**src/design/sac_pkg.sv**
```systemverilog
// package: addresses, field layout, reset values and codes of the converter
package sac_pkg;
   // register addresses on the special-function register port
   localparam logic [7:0] SAC_ADDR_PAIR = 8'hBA;  // input_pair_config
   localparam logic [7:0] SAC_ADDR_CHAN = 8'hBB;  // channel_select
   localparam logic [7:0] SAC_ADDR_CFG  = 8'hBC;  // converter_config
   localparam logic [7:0] SAC_ADDR_CTRL = 8'hE8;  // converter_control
   // values after reset
   localparam logic [7:0] SAC_PAIR_RST  = 8'h00;
   localparam logic [7:0] SAC_CHAN_RST  = 8'h00;
   localparam logic [7:0] SAC_CFG_RST   = 8'hF8;
   localparam logic [7:0] SAC_CTRL_RST  = 8'h00;
   // field positions
   localparam int SAC_EN_BIT    = 7;  // conv_enable
   localparam int SAC_LP_BIT    = 6;  // low_power_track_sel
   localparam int SAC_DONE_BIT  = 5;  // conv_done_flag
   localparam int SAC_BUSY_BIT  = 4;  // conv_busy
   localparam int SAC_MODE_LSB  = 1;  // start_mode_sel
   localparam int SAC_WIN_BIT   = 0;  // window_match_flag
   localparam int SAC_DIV_LSB   = 3;  // sar_clk_divider
   localparam int SAC_GAIN_LSB  = 0;  // amp_gain_sel
   localparam int SAC_DIV_W     = 5;
   localparam int SAC_MODE_W    = 3;
   localparam int SAC_CHAN_W    = 3;
   localparam int SAC_PAIR_W    = 4;
   // start-mode codes
   localparam logic [2:0] SAC_MODE_SW  = 3'h0;
   localparam logic [2:0] SAC_MODE_T3  = 3'h1;
   localparam logic [2:0] SAC_MODE_EXT = 3'h2;
   localparam logic [2:0] SAC_MODE_T2  = 3'h3;
   // cycle counts, in conversion clocks, and the system clock period
   localparam logic [3:0] SAC_LP_TRACK_CLKS = 4'h3;
   localparam int         SAC_CONV_CLKS     = 8;
   localparam int         SAC_CLK_PERIOD_NS = 50;
   // sequencer states
   typedef enum logic [2:0] {
      S_IDLE  = 3'b001,
      S_TRACK = 3'b010,
      S_CONV  = 3'b100
   } sac_state_t;
   // true when the selected channel sits in a pair set to differential
   function automatic logic sac_is_diff(input logic [3:0] pair,
                                        input logic [2:0] ch);
      sac_is_diff = pair[ch[2:1]];
   endfunction
   // negative input: partner pin of the pair, or ground code zero
   function automatic logic [2:0] sac_neg(input logic [3:0] pair,
                                          input logic [2:0] ch);
      sac_neg = sac_is_diff(pair, ch) ? (ch ^ 3'h1) : 3'h0;
   endfunction
endpackage

```
**src/design/sac_res_if.sv**
```systemverilog
// interface: raw result, limits and formatted word between sequencer and window
`timescale 1ns/1ps
`default_nettype none
interface sac_res_if;
   logic [7:0] raw;    // code from the analog core
   logic       diff;   // selected channel is differential
   logic       load;   // end-of-conversion pulse
   logic [7:0] gt;     // greater-than limit
   logic [7:0] lt;     // less-than limit
   logic [7:0] word;   // formatted data word, registered
   logic       match;  // window match of the current raw code
   modport ctrl (output raw, diff, load, gt, lt, input word, match);
   modport win  (input raw, diff, load, gt, lt, output word, match);
endinterface
`default_nettype wire

```
**src/design/sac_sar_clkdiv.sv**
```systemverilog
// module: conversion clock divider, one tick every divider+1 system clocks
`timescale 1ns/1ps
`default_nettype none
module sac_sar_clkdiv (
   // clock and reset
   input  wire logic       clk_i,
   input  wire logic       rst_n_i,
   // control
   input  wire logic       run_i,
   input  wire logic [4:0] div_i,
   // outputs
   output logic            tick_o,
   output logic            sar_clk_o
);
   logic [4:0] cnt_reg;  // position inside one conversion clock period

   // restart on every start so the first tick lands a full period later
   always_ff @(posedge clk_i or negedge rst_n_i) begin
      if (!rst_n_i) begin
         cnt_reg <= 5'h00;
      end else if (!run_i || cnt_reg == div_i) begin
         cnt_reg <= 5'h00;
      end else begin
         cnt_reg <= cnt_reg + 5'h01;
      end
   end

   // tick is combinational so the sequencer sees it in the same cycle
   assign tick_o = run_i && (cnt_reg == div_i);  // [RULE14]

   // clock level for the core: high over the first half period
   always_ff @(posedge clk_i or negedge rst_n_i) begin
      if (!rst_n_i) begin
         sar_clk_o <= 1'b0;
      end else begin
         sar_clk_o <= run_i && (cnt_reg <= (div_i >> 1));
      end
   end
endmodule
`default_nettype wire

```
**src/design/sac_window.sv**
```systemverilog
// module: result formatting, data word register and window comparison
`timescale 1ns/1ps
`default_nettype none
module sac_window (
   // clock and reset
   input  wire logic clk_i,
   input  wire logic rst_n_i,
   // result path
   sac_res_if.win    res
);
   import sac_pkg::*;

   logic [7:0] fmt;  // raw code in its delivered format

   // compare a against b, signed when the channel is differential
   function automatic logic above(input logic [7:0] a, input logic [7:0] b,
                                  input logic sgn);
      above = sgn ? ($signed(a) > $signed(b)) : (a > b);
   endfunction

   // core code is offset binary; flipping the top bit gives two's complement
   assign fmt = res.diff ? (res.raw ^ 8'h80) : res.raw;  // [RULE18]

   // limits in order select in-range, otherwise out-of-range detection
   always_comb begin
      if (above(res.lt, res.gt, res.diff)) begin
         res.match = above(fmt, res.gt, res.diff)
                  && above(res.lt, fmt, res.diff);  // [RULE21]
      end else begin
         res.match = above(fmt, res.gt, res.diff)
                  || above(res.lt, fmt, res.diff);  // [RULE21]
      end
   end

   // data word takes the result at the end of each conversion
   always_ff @(posedge clk_i or negedge rst_n_i) begin
      if (!rst_n_i) begin
         res.word <= 8'h00;
      end else if (res.load) begin
         res.word <= fmt;  // [RULE20]
      end
   end
endmodule
`default_nettype wire

```
**src/design/sac_top.sv**
```systemverilog
// module: converter control, start selection, sequencer and registers
//
// Function
// RULE1: enable low holds converter shut down
// RULE2: normal mode tracks except while converting
// RULE3: done flag sets when busy falls
// RULE4: software alone clears the done flag
// RULE5: busy reads one during conversion
// RULE6: busy write starts only in software mode
// RULE7: timer overflows start in their modes
// RULE8: external rising edge starts conversion
// RULE9: companion busy write starts in 1xx
// RULE10: low-power triggers track three clocks first
// RULE11: low-power external mode tracks while low
// RULE12: own start pin wins over shared
// RULE13: window flag sets on match, sticky
// RULE14: conversion clock is system over divider+1
// RULE15: gain field drives amplifier gain
// RULE16: pair bits make inputs differential
// RULE17: channel code picks pin and polarity
// RULE18: differential results in two's complement
// RULE19: unused bits read zero, writes ignored
// RULE20: busy fall raises interrupt, loads word
// RULE21: window compares result against both limits
// RULE22: triggers during a conversion are ignored
`timescale 1ns/1ps
`default_nettype none
module sac_top #(
   parameter int CONV_CLKS = sac_pkg::SAC_CONV_CLKS  // clocks per conversion
) (
   // clock and reset
   input  wire logic       CLOCK_I,
   input  wire logic       RST_N_I,
   // special-function register port
   input  wire logic [7:0] SFR_ADDR_I,
   input  wire logic [7:0] SFR_WDATA_I,
   input  wire logic       SFR_WR_I,
   input  wire logic       SFR_RD_I,
   output logic      [7:0] SFR_RDATA_O,
   // start sources
   input  wire logic       T3_OVF_I,
   input  wire logic       T2_OVF_I,
   input  wire logic       COMPANION_BUSY_WR_I,
   input  wire logic       EXT_START_OWN_I,
   input  wire logic       EXT_START_SHARED_I,
   input  wire logic       OWN_PIN_EN_I,
   input  wire logic       SHARED_PIN_EN_I,
   // window limits and core result
   input  wire logic [7:0] GT_LIMIT_I,
   input  wire logic [7:0] LT_LIMIT_I,
   input  wire logic [7:0] CORE_RESULT_I,
   // analog core control
   output logic            CONV_ACTIVE_O,
   output logic            TRACK_O,
   output logic            CONVERT_O,
   output logic            SAR_CLK_O,
   output logic      [1:0] AMP_GAIN_O,
   output logic      [2:0] MUX_POS_O,
   output logic      [2:0] MUX_NEG_O,
   output logic            MUX_DIFF_O,
   // result and event
   output logic      [7:0] DATA_WORD_O,
   output logic            CONV_IRQ_O
);
   import sac_pkg::*;

   localparam logic [3:0] CONV_LAST = 4'(CONV_CLKS - 1);  // last tick index
   localparam logic [3:0] TRK_LAST  = SAC_LP_TRACK_CLKS - 4'h1;

   sac_res_if res ();  // result path to the window block

   logic [3:0] pair_reg;   // pair differential bits
   logic [2:0] chan_reg;   // channel_code
   logic [4:0] div_reg;    // sar_clk_divider
   logic [1:0] gain_reg;   // amp_gain_sel
   logic       en_reg;     // conv_enable
   logic       lp_reg;     // low_power_track_sel
   logic [2:0] mode_reg;   // start_mode_sel
   logic       done_reg;   // conv_done_flag
   logic       win_reg;    // window_match_flag
   logic [3:0] cnt_reg;    // conversion clocks spent in this state
   logic       own_s1, own_s2, sh_s1, sh_s2;  // pin synchronisers
   logic       ext_prev_reg;                  // last external level
   logic       ext_level, ext_rise;
   logic       wr_pair, wr_chan, wr_cfg, wr_ctrl;
   logic       sw_go, int_go, ext_go, conv_end, sar_tick, busy;
   sac_state_t state_reg, state_next;

   // address decode of the register port
   assign wr_pair = SFR_WR_I && (SFR_ADDR_I == SAC_ADDR_PAIR);
   assign wr_chan = SFR_WR_I && (SFR_ADDR_I == SAC_ADDR_CHAN);
   assign wr_cfg  = SFR_WR_I && (SFR_ADDR_I == SAC_ADDR_CFG);
   assign wr_ctrl = SFR_WR_I && (SFR_ADDR_I == SAC_ADDR_CTRL);

   // configuration registers; only implemented bits are stored
   always_ff @(posedge CLOCK_I or negedge RST_N_I) begin
      if (!RST_N_I) begin
         pair_reg <= SAC_PAIR_RST[SAC_PAIR_W-1:0];
         chan_reg <= SAC_CHAN_RST[SAC_CHAN_W-1:0];
         div_reg  <= SAC_CFG_RST[SAC_DIV_LSB +: SAC_DIV_W];
         gain_reg <= SAC_CFG_RST[SAC_GAIN_LSB +: 2];
      end else begin
         if (wr_pair) begin
            pair_reg <= SFR_WDATA_I[SAC_PAIR_W-1:0];  // [RULE19]
         end
         if (wr_chan) begin
            chan_reg <= SFR_WDATA_I[SAC_CHAN_W-1:0];  // [RULE19]
         end
         if (wr_cfg) begin
            div_reg  <= SFR_WDATA_I[SAC_DIV_LSB +: SAC_DIV_W];
            gain_reg <= SFR_WDATA_I[SAC_GAIN_LSB +: 2];
         end
      end
   end

   // control fields written directly by software
   always_ff @(posedge CLOCK_I or negedge RST_N_I) begin
      if (!RST_N_I) begin
         en_reg   <= SAC_CTRL_RST[SAC_EN_BIT];
         lp_reg   <= SAC_CTRL_RST[SAC_LP_BIT];
         mode_reg <= SAC_CTRL_RST[SAC_MODE_LSB +: SAC_MODE_W];
      end else if (wr_ctrl) begin
         en_reg   <= SFR_WDATA_I[SAC_EN_BIT];
         lp_reg   <= SFR_WDATA_I[SAC_LP_BIT];
         mode_reg <= SFR_WDATA_I[SAC_MODE_LSB +: SAC_MODE_W];
      end
   end

   // sticky flags: hardware set beats a software write in the same cycle
   always_ff @(posedge CLOCK_I or negedge RST_N_I) begin
      if (!RST_N_I) begin
         done_reg <= SAC_CTRL_RST[SAC_DONE_BIT];
         win_reg  <= SAC_CTRL_RST[SAC_WIN_BIT];
      end else begin
         if (conv_end) begin
            done_reg <= 1'b1;  // [RULE3]
         end else if (wr_ctrl) begin
            done_reg <= SFR_WDATA_I[SAC_DONE_BIT];  // [RULE4]
         end
         if (conv_end && res.match) begin
            win_reg <= 1'b1;  // [RULE13]
         end else if (wr_ctrl) begin
            win_reg <= SFR_WDATA_I[SAC_WIN_BIT];
         end
      end
   end

   // two-flop synchronisers for the external start pins
   always_ff @(posedge CLOCK_I or negedge RST_N_I) begin
      if (!RST_N_I) begin
         own_s1 <= 1'b0;
         own_s2 <= 1'b0;
         sh_s1  <= 1'b0;
         sh_s2  <= 1'b0;
      end else begin
         own_s1 <= EXT_START_OWN_I;
         own_s2 <= own_s1;
         sh_s1  <= EXT_START_SHARED_I;
         sh_s2  <= sh_s1;
      end
   end

   // own pin first; shared pin only when own is not routed out
   assign ext_level = OWN_PIN_EN_I ? own_s2
                                   : (SHARED_PIN_EN_I && sh_s2);  // [RULE12]

   // previous level for the rising-edge detector
   always_ff @(posedge CLOCK_I or negedge RST_N_I) begin
      if (!RST_N_I) begin
         ext_prev_reg <= 1'b0;
      end else begin
         ext_prev_reg <= ext_level;
      end
   end

   assign ext_rise = ext_level && !ext_prev_reg;

   // start sources; the stored mode decides, not the byte being written
   assign sw_go  = wr_ctrl && SFR_WDATA_I[SAC_BUSY_BIT]
                && (mode_reg == SAC_MODE_SW);                   // [RULE6]
   assign int_go = sw_go
                || ((mode_reg == SAC_MODE_T3) && T3_OVF_I)      // [RULE7]
                || ((mode_reg == SAC_MODE_T2) && T2_OVF_I)      // [RULE7]
                || (mode_reg[2] && COMPANION_BUSY_WR_I);        // [RULE9]
   assign ext_go = (mode_reg == SAC_MODE_EXT) && ext_rise;     // [RULE8]

   assign busy     = (state_reg != S_IDLE);  // [RULE5]
   assign conv_end = en_reg && (state_reg == S_CONV) && sar_tick
                  && (cnt_reg == CONV_LAST);

   // conversion clock source, running only while a conversion is open
   sac_sar_clkdiv u_div (
      .clk_i     (CLOCK_I),
      .rst_n_i   (RST_N_I),
      .run_i     (busy),
      .div_i     (div_reg),          // [RULE14]
      .tick_o    (sar_tick),
      .sar_clk_o (SAR_CLK_O)
   );

   // sequencer next state; triggers are only looked at in idle
   always_comb begin
      state_next = state_reg;
      case (state_reg)
         S_IDLE: begin
            if (!en_reg) begin
               state_next = S_IDLE;  // [RULE1]
            end else if (ext_go) begin
               state_next = S_CONV;  // [RULE8] [RULE11]
            end else if (int_go) begin
               state_next = lp_reg ? S_TRACK : S_CONV;  // [RULE10]
            end
         end
         S_TRACK: begin
            if (!en_reg) begin
               state_next = S_IDLE;  // [RULE1]
            end else if (sar_tick && cnt_reg == TRK_LAST) begin
               state_next = S_CONV;  // [RULE10]
            end
         end
         S_CONV: begin
            if (!en_reg || conv_end) begin
               state_next = S_IDLE;
            end else begin
               state_next = S_CONV;  // [RULE22]
            end
         end
         default: begin
            state_next = S_IDLE;
         end
      endcase
   end

   // state register
   always_ff @(posedge CLOCK_I or negedge RST_N_I) begin
      if (!RST_N_I) begin
         state_reg <= S_IDLE;
      end else begin
         state_reg <= state_next;
      end
   end

   // counts conversion clocks; clears on every state change
   always_ff @(posedge CLOCK_I or negedge RST_N_I) begin
      if (!RST_N_I) begin
         cnt_reg <= 4'h0;
      end else if (state_next != state_reg) begin
         cnt_reg <= 4'h0;
      end else if (sar_tick) begin
         cnt_reg <= cnt_reg + 4'h1;
      end
   end

   // analog control lines, registered from the next state; the active line from the enable
   always_ff @(posedge CLOCK_I or negedge RST_N_I) begin
      if (!RST_N_I) begin
         TRACK_O       <= 1'b0;
         CONVERT_O     <= 1'b0;
         CONV_ACTIVE_O <= 1'b0;
      end else begin
         CONV_ACTIVE_O <= en_reg;  // [RULE1]
         CONVERT_O     <= (state_next == S_CONV);
         if (!lp_reg) begin
            TRACK_O <= en_reg && (state_next != S_CONV);  // [RULE2]
         end else begin
            // low-power: fixed track window, or pin low in external mode
            TRACK_O <= en_reg && ((state_next == S_TRACK)
                    || ((state_next == S_IDLE)
                    && (mode_reg == SAC_MODE_EXT)
                    && !ext_level));  // [RULE10] [RULE11]
         end
      end
   end

   // mux and gain settings follow the registers one cycle later
   always_ff @(posedge CLOCK_I or negedge RST_N_I) begin
      if (!RST_N_I) begin
         MUX_POS_O  <= 3'h0;
         MUX_NEG_O  <= 3'h0;
         MUX_DIFF_O <= 1'b0;
         AMP_GAIN_O <= 2'h0;
      end else begin
         MUX_POS_O  <= chan_reg;                          // [RULE17]
         MUX_NEG_O  <= sac_neg(pair_reg, chan_reg);       // [RULE17]
         MUX_DIFF_O <= sac_is_diff(pair_reg, chan_reg);   // [RULE16]
         AMP_GAIN_O <= gain_reg;                          // [RULE15]
      end
   end

   // end-of-conversion event for the interrupt controller
   always_ff @(posedge CLOCK_I or negedge RST_N_I) begin
      if (!RST_N_I) begin
         CONV_IRQ_O <= 1'b0;
      end else begin
         CONV_IRQ_O <= conv_end;  // [RULE20]
      end
   end

   // read data registered; unused bits and unmapped addresses give zero
   always_ff @(posedge CLOCK_I or negedge RST_N_I) begin
      if (!RST_N_I) begin
         SFR_RDATA_O <= 8'h00;
      end else if (SFR_RD_I) begin
         case (SFR_ADDR_I)
            SAC_ADDR_PAIR: SFR_RDATA_O <= {4'h0, pair_reg};  // [RULE19]
            SAC_ADDR_CHAN: SFR_RDATA_O <= {5'h00, chan_reg}; // [RULE19]
            SAC_ADDR_CFG:  SFR_RDATA_O <= {div_reg, 1'b0, gain_reg};
            SAC_ADDR_CTRL: SFR_RDATA_O <= {en_reg, lp_reg, done_reg, busy,
                                           mode_reg, win_reg};  // [RULE5]
            default:       SFR_RDATA_O <= 8'h00;
         endcase
      end
   end

   // result path hookup
   assign res.raw  = CORE_RESULT_I;
   assign res.diff = sac_is_diff(pair_reg, chan_reg);  // [RULE18]
   assign res.load = conv_end;                         // [RULE20]
   assign res.gt   = GT_LIMIT_I;
   assign res.lt   = LT_LIMIT_I;

   sac_window u_win (
      .clk_i   (CLOCK_I),
      .rst_n_i (RST_N_I),
      .res     (res)
   );

   assign DATA_WORD_O = res.word;
endmodule
`default_nettype wire

```
**config.mk**
```make
export PLATFORM = sky130hd
export DESIGN_NAME = sac_top
export DESIGN_NICKNAME = d
export VERILOG_FILES = /design/src/design/sac_pkg.sv /design/src/design/sac_res_if.sv /design/src/design/sac_sar_clkdiv.sv /design/src/design/sac_window.sv /design/src/design/sac_top.sv
export SDC_FILE = /design/constraint.sdc
export NUM_CORES = 1
export LEC_CHECK = 0
export BUFFER_PORTS_ARGS = -buffer_cell sky130_fd_sc_hd__buf_4
export CAP_MARGIN = 20
export CORE_UTILIZATION = 54
export CTS_CLUSTER_SIZE = 16
export DETAILED_ROUTE_END_ITERATION = 16
export PLACE_DENSITY = 0.79
export SYNTH_ARGS = -nofsm -noshare
export SYNTH_HDL_FRONTEND = slang
export SYNTH_SLANG_ARGS = --single-unit
```
**constraint.sdc**
```tcl
create_clock -name CLOCK_I -period 3.7 [get_ports CLOCK_I]
set_input_delay 0.185 -clock CLOCK_I [delete_from_list [all_inputs] [get_ports CLOCK_I]]
set_output_delay 0.185 -clock CLOCK_I [all_outputs]
set_load 0.03 [all_outputs]
```
# After elaboration in Yosys (flattened, before gate mapping)
# Index checks and enable logic that the tools add are counted.
[classes]
add_sub_neg = 2
multipliers = 0
div_mod_pow = 0
n_lt_le_gt_ge = 8
n_eq_ne = 19
shifts = 0
n_mux = 26
bitwise = 2
n_reduce_logical = 39
[ops]
columns = ["operator", "n"]
rows = [
  ["$gt 8x8->1", 6],
  ["$eq 8x8->1 const B", 4],
  ["$pmux 8 s4", 1],
  ["$logic_and 1x1->1", 24],
  ["$mux 3", 8],
  ["$eq 3x2->1 const B", 4],
  ["$mux 1", 11],
  ["$eq 3x1->1 const B", 3],
  ["$pmux 3 s3", 1],
  ["$mux 4", 2],
  ["$mux 8", 1],
  ["$logic_or 1x1->1", 7],
  ["$eq 3x3->1 const B", 2],
  ["$reduce_bool 2->1", 3],
  ["$add 5x1->5 const B", 1],
  ["$eq 5x5->1", 1],
  ["$le 5x4->1", 1],
  ["$mux 5", 1],
  ["$add 4x1->4 const B", 1],
  ["$eq 4x2->1 const B", 1],
  ["$eq 4x3->1 const B", 1],
  ["$logic_not 1->1", 4],
  ["$logic_not 3->1", 1],
  ["$lt 2x3->1 const B", 1],
  ["other kinds (5)", 6],
]
[word_totals]
regBits = 68
latchBits = 0
ramBits = 0
rom_bits = 0
input_bits = 51
output_inout_bits = 30
wordCells = 124
memories = 0

# Depth between registers and ports, before layout
[logic_depth]
depth_word = 17
ltp_mapped = 12

# Hierarchy
# Synthesis repeated with hierarchy kept, for this count alone.
[hier_totals]
hier_cells = 353
area_unflattened_um2 = 3851.2
[by_module_without_submodules]
columns = ["module", "n_inst", "cells_per_inst", "area_per_inst_um2"]
rows = [
  ["sac_top", 1, 208, 2478.6],
  ["sac_window", 1, 102, 938.4],
  ["sac_sar_clkdiv", 1, 43, 434.2],
]

# Worst setup path before layout
# OpenSTA, ideal clock, no wires.
[synth_path]
path_kind = "reg2reg"
start = "register chan_reg[1]"
end = "register win_reg"
arrival_ns = 2.477
t_required_ns = 3.576
slack_ns = 1.099
stages_incl_launch_ff = 13
n_path_buf = 0
synth_period_minus_slack_ns = 2.601
cell_sequence = "dfrtp_1 -> mux2i_1 -> mux2_2 -> inv_2 -> xnor2_1 -> inv_1 -> ha_1 -> or3b_2 -> a221oi_1 -> o21ai_0 -> o211ai_1 -> maj3_1 -> o21ai_1"
[synth_between]
elab_chain_len = 9
elab_cells_between_ends = 16
cone_classes = "order compare (4); mux (8); reduce/logical (4)"
[synth_lines]
columns = ["item", "line", "source"]
rows = [
  ["from (decl)", "sac_top.sv:73", "logic [2:0] chan_reg;"],
  ["from (signal assigned)", "sac_top.sv:99", "chan_reg <= SAC_CHAN_RST[SAC_CHAN_W-1:0];"],
  ["from (signal assigned)", "sac_top.sv:107", "chan_reg <= SFR_WDATA_I[SAC_CHAN_W-1:0];"],
  ["$bmux 1 s2 (*)", "sac_pkg.sv:44", "sac_is_diff = pair[ch[2:1]];"],
  ["$mux 1 (not written as such) (*)", "sac_pkg.sv:44", ""],
  ["named net res.diff", "sac_res_if.sv:6", "logic diff;"],
  ["$mux 8 (*)", "sac_window.sv:22", "assign fmt = res.diff ? (res.raw ^ 8'h80) : res.raw;"],
  ["named net u_win.fmt[7]", "sac_window.sv:13", "logic [7:0] fmt;"],
  ["$gt 8x8->1", "sac_window.sv:18", "above = sgn ? ($signed(a) > $signed(b)) : (a > b);"],
  ["$mux 1", "sac_window.sv:18", ""],
  ["$logic_or 1x1->1 / $logic_and 1x1->1 (equally long branches)", "sac_window.sv:31, sac_window.sv:28", ""],
  ["$mux 1 (*)", "sac_window.sv:26", "if (above(res.lt, res.gt, res.diff)) begin"],
  ["$logic_and 1x1->1 (*)", "sac_top.sv:140", "if (conv_end && res.match) begin"],
  ["$mux 1 / $reduce_bool 2->1 (equally long branches)", "--", ""],
  ["to (signal assigned)", "sac_top.sv:133", "win_reg <= SAC_CTRL_RST[SAC_WIN_BIT];"],
  ["to (signal assigned)", "sac_top.sv:143", "win_reg <= SFR_WDATA_I[SAC_WIN_BIT];"],
  ["to (decl)", "sac_top.sv:80", "logic win_reg;"],
]
# Mark *: on every way through the listed nets, which the timed path passes. The rest lies on a longest branch. The select of a mux whose other input is x is not followed.
# A chain may end at the register's enable or synchronous reset.

# Worst setup path in the final report
# Same ends and word-level chain as after synthesis.

==> results.md <==
* P_leak at between 2 and 2.5 nW
* First-pass GRT wire length at around 13 mm
* Synthesized-area fraction occupied by adder cells at a little over a tenth
* Final WL at 8.08 mm
* Synth Area in XOR/XNOR at under 10%
* Status: finished, violations left
* FILL cells at 465
* Final nets at 517
* Critical Path, Cell by Cell: mux2i_1 -> mux2_2 -> inv_2 -> xnor2_1 -> inv_1 -> ha_1 -> or3b_2 -> a221oi_1 -> o21ai_0 -> o211ai_1 -> maj3_1 -> o21ai_1
* Startpoint Class: flip-flop
* RSZ-0062 raised after global routing: no
* Critical path buffer and inverter count at 2
* Post-Syn Area per Cell at approximately 11 um^2
* Sequential area share after synthesis at between 40% and 50%
* Power consumption at between 1.5 and 2 mW
* DP HPWL at 6.09 mm
* DRT Pass-1 Iters at 10
* Row cnt at 29
* CTS tree: done
* Die H at about 84 um
* Worst hold path class: primary input to flip-flop
* Synthesized area at 0.00367 mm^2
* Min cycle time layout at ~3.0 ns
* Worst EP required at 3.93 ns
* Fin. max-slew vios at 0
* Vias per inst at roughly 5.6
* Multiplexer share of the synthesized area at under 10%
* Cell variety after synth at 61
* Pre-CTS setup slack at just under 0.8 ns
* Max_slew headroom at approximately 44%
* Leading post-synthesis cells by instance count: dfrtp_1, ha_1, inv_1
* H-tree depth at 3
* Largest family of logic cells by synthesized area: simple AND/OR/NAND/NOR gates
* Setup TNS at 0 ns
* Largest delay share family, worst path: compound AO/OA/AOI/OAI gates
* GPL Wtd Cong at between 0.8 and 0.9
* I/O Buffers at 80
* Area Overhead vs Synth at 26.3%
* Worst slew pin tran at about 0.85 ns
* Bufs on Longest Clock Path at 2
* Iteration-0 DRC Markers at approximately 130
* Share of cells above drive strength 1 at around 32%
* PnR worst setup slack at 0.739 ns
* Area contributors post-synth: dfrtp_1, ha_1, mux2_2, dfstp_2, inv_1
* Syn Inst Count at ~340
* Drt wl/cell at roughly 16 um
* CTS root buf: clkbuf_8
* Final count of negative-setup-slack endpoints at 0
* Top-count cell post-synth: dfrtp_1
* Worst-path clk slew at approximately 0.07 ns
* Worst-Skew Late Latency at approximately 0.35 ns
* Critical path class: flip-flop to flip-flop
* Diode count at 0
* Ys Warns at 0
* Initial antenna violation count at 0
* Yosys top cell area share at 42.2%
* CTS Buf Count at 9
* Ys flop type: dfrtp_1
* CTS sink cnt at 68
* Part of the cycle the worst path needs at approximately 80%
* Slowest CP cell: dfrtp_1
* IO Count at 81
* Fin Clk Skew at around 0.006 ns
* Number of remaining DRC errors at 4
* Async set-reset flop share out of synthesis at 100%
* Worst Path Max Fanout at 6
* Slowest stage delay, CP at 0.46 ns
* Die Wd at about 84 um
* Synth Area in Compound Gates at between 10% and 20%
* Vias in the first global route at 2894
* Postcts setup bufs at 0
* Failing checks: design-rule violations
* Core ar. at about 0.0065 mm^2
* Die area at 0.00714 mm^2
* Vias after detailed routing at about 2900
* Post-synth EDFFs at 0
* Initial Utilization at 56.9%
* Synth area leader: dfrtp_1
* Worst setup EP type: flip-flop
* Largest net degree at the start of global routing at around 70
* Simple-Gate Fraction of Synth Area at ~16%
* Gr ovfl total at 0
* Fin. Hold Viols at 0
* Highest clock rate at about 340 MHz
* Post-route ant nets at 0
* Post-synthesis register bit count at between 60 and 70
* Power per Cell Area at ~380 mW/mm^2
* Critical path data arrival time at between 3 and 4 ns
* Top Registers: SFR_RDATA_O (8), u_win.res.word (8)
* VDD IR max at 187 uV
* Maxcap violations at 0
* GR Util All Layers at between 20 and 25%
* Syn nets at roughly 430
-- stage by stage --
stage	hold WS, ns	cells	instance area [um^2]	utilization (%)
after floorplan	-0.111	344	3670	-
after global placement	0.296	498	4360	67.5
after detailed placement	0.296	498	4360	67.5
after CTS	0.0708	517	4640	71.8
after global routing	0.0692	517	4640	71.8
final	0.0825	517	4640	71.8
-- where the power goes --
part / internal [mW] / leakage, nW / switching, mW
registers: 0.772 / 0.857 / 0.0213
clock network: 0.466 / 0.122 / 0.283
logic: 0.110 / 1.36 / 0.121
-- placed cells by master, fill, tap and decap left out, drive strengths merged, types with 4 or more instances in the layout --
master	n
a21oi	16
dfstp	6
o21ai	20
xor2	7
mux2i	6
nand3	9
nand2	24
nor3	4
clkbuf	10
dfrtp	62
mux2	22
a22oi	5
and3	5
nor2	26
nor2b	5
inv	32
ha	31
buf	80
xnor2	6
-- worst reg2reg max path, cell delays in order (launching register included) --
cell	delay (ns)
dfrtp_1	0.46
mux2i_1	0.26
mux2_2	0.25
inv_2	0.09
xnor2_1	0.23
inv_1	0.08
ha_1	0.31
or3b_2	0.44
a221oi_1	0.22
o21ai_0	0.14
o211ai_1	0.11
maj3_1	0.19
o21ai_1	0.06
-- area by class of cell --
type | count | area (um^2) | area share [%]
clock buffers | 10 | 138 | 2.97
clock inverters | 6 | 111 | 2.40
inverters | 32 | 120 | 2.59
multi-input cells | 241 | 1830 | 39.5
flip-flops and latches | 68 | 1710 | 36.8
well taps | 77 | 96.3 | 2.08
repair buffers | 83 | 631 | 13.6
-- kinds of logic (layout without fill, tap and decap cells) --
logic type | after synthesis | after routing
AND/OR/NAND/NOR | 101 | 101
adder cells (fa/ha/maj) | 32 | 32
XOR/XNOR | 13 | 13
buffers and inverters | 35 | 131
flip-flops | 68 | 68
AO/OA/AOI/OAI | 67 | 67
multiplexers | 28 | 28
-- worst paths after layout --
check / from / end / slack (ns) / cells past startpoint
hold reg to reg: own_s1 / own_s2 / 0.35 / 0
max in group asynchronous: RST_N_I / u_win.res.word[3] / 2.66 / 2
setup reg to reg: chan_reg[1] / win_reg / 0.74 / 12
min in group asynchronous: RST_N_I / u_div.cnt_reg[2] / 0.48 / 2
setup / recovery: chan_reg[1] / win_reg / 0.74 / 12
hold / removal: SFR_WDATA_I[6] / lp_reg / 0.08 / 2
-- repair_timing --
action,in CTS,in global routing
endpoints found under the hold margin,64,0
gates resized for setup,0,0
hold buffers,3,0
-- per-layer routing --
layer,track usage [%],share of wire (%)
met4,10.3,1.9
met2,40.8,50
met3,4.92,4.6
met1,30.5,44
met5,0,0
(Power assumes the default switching activity.)
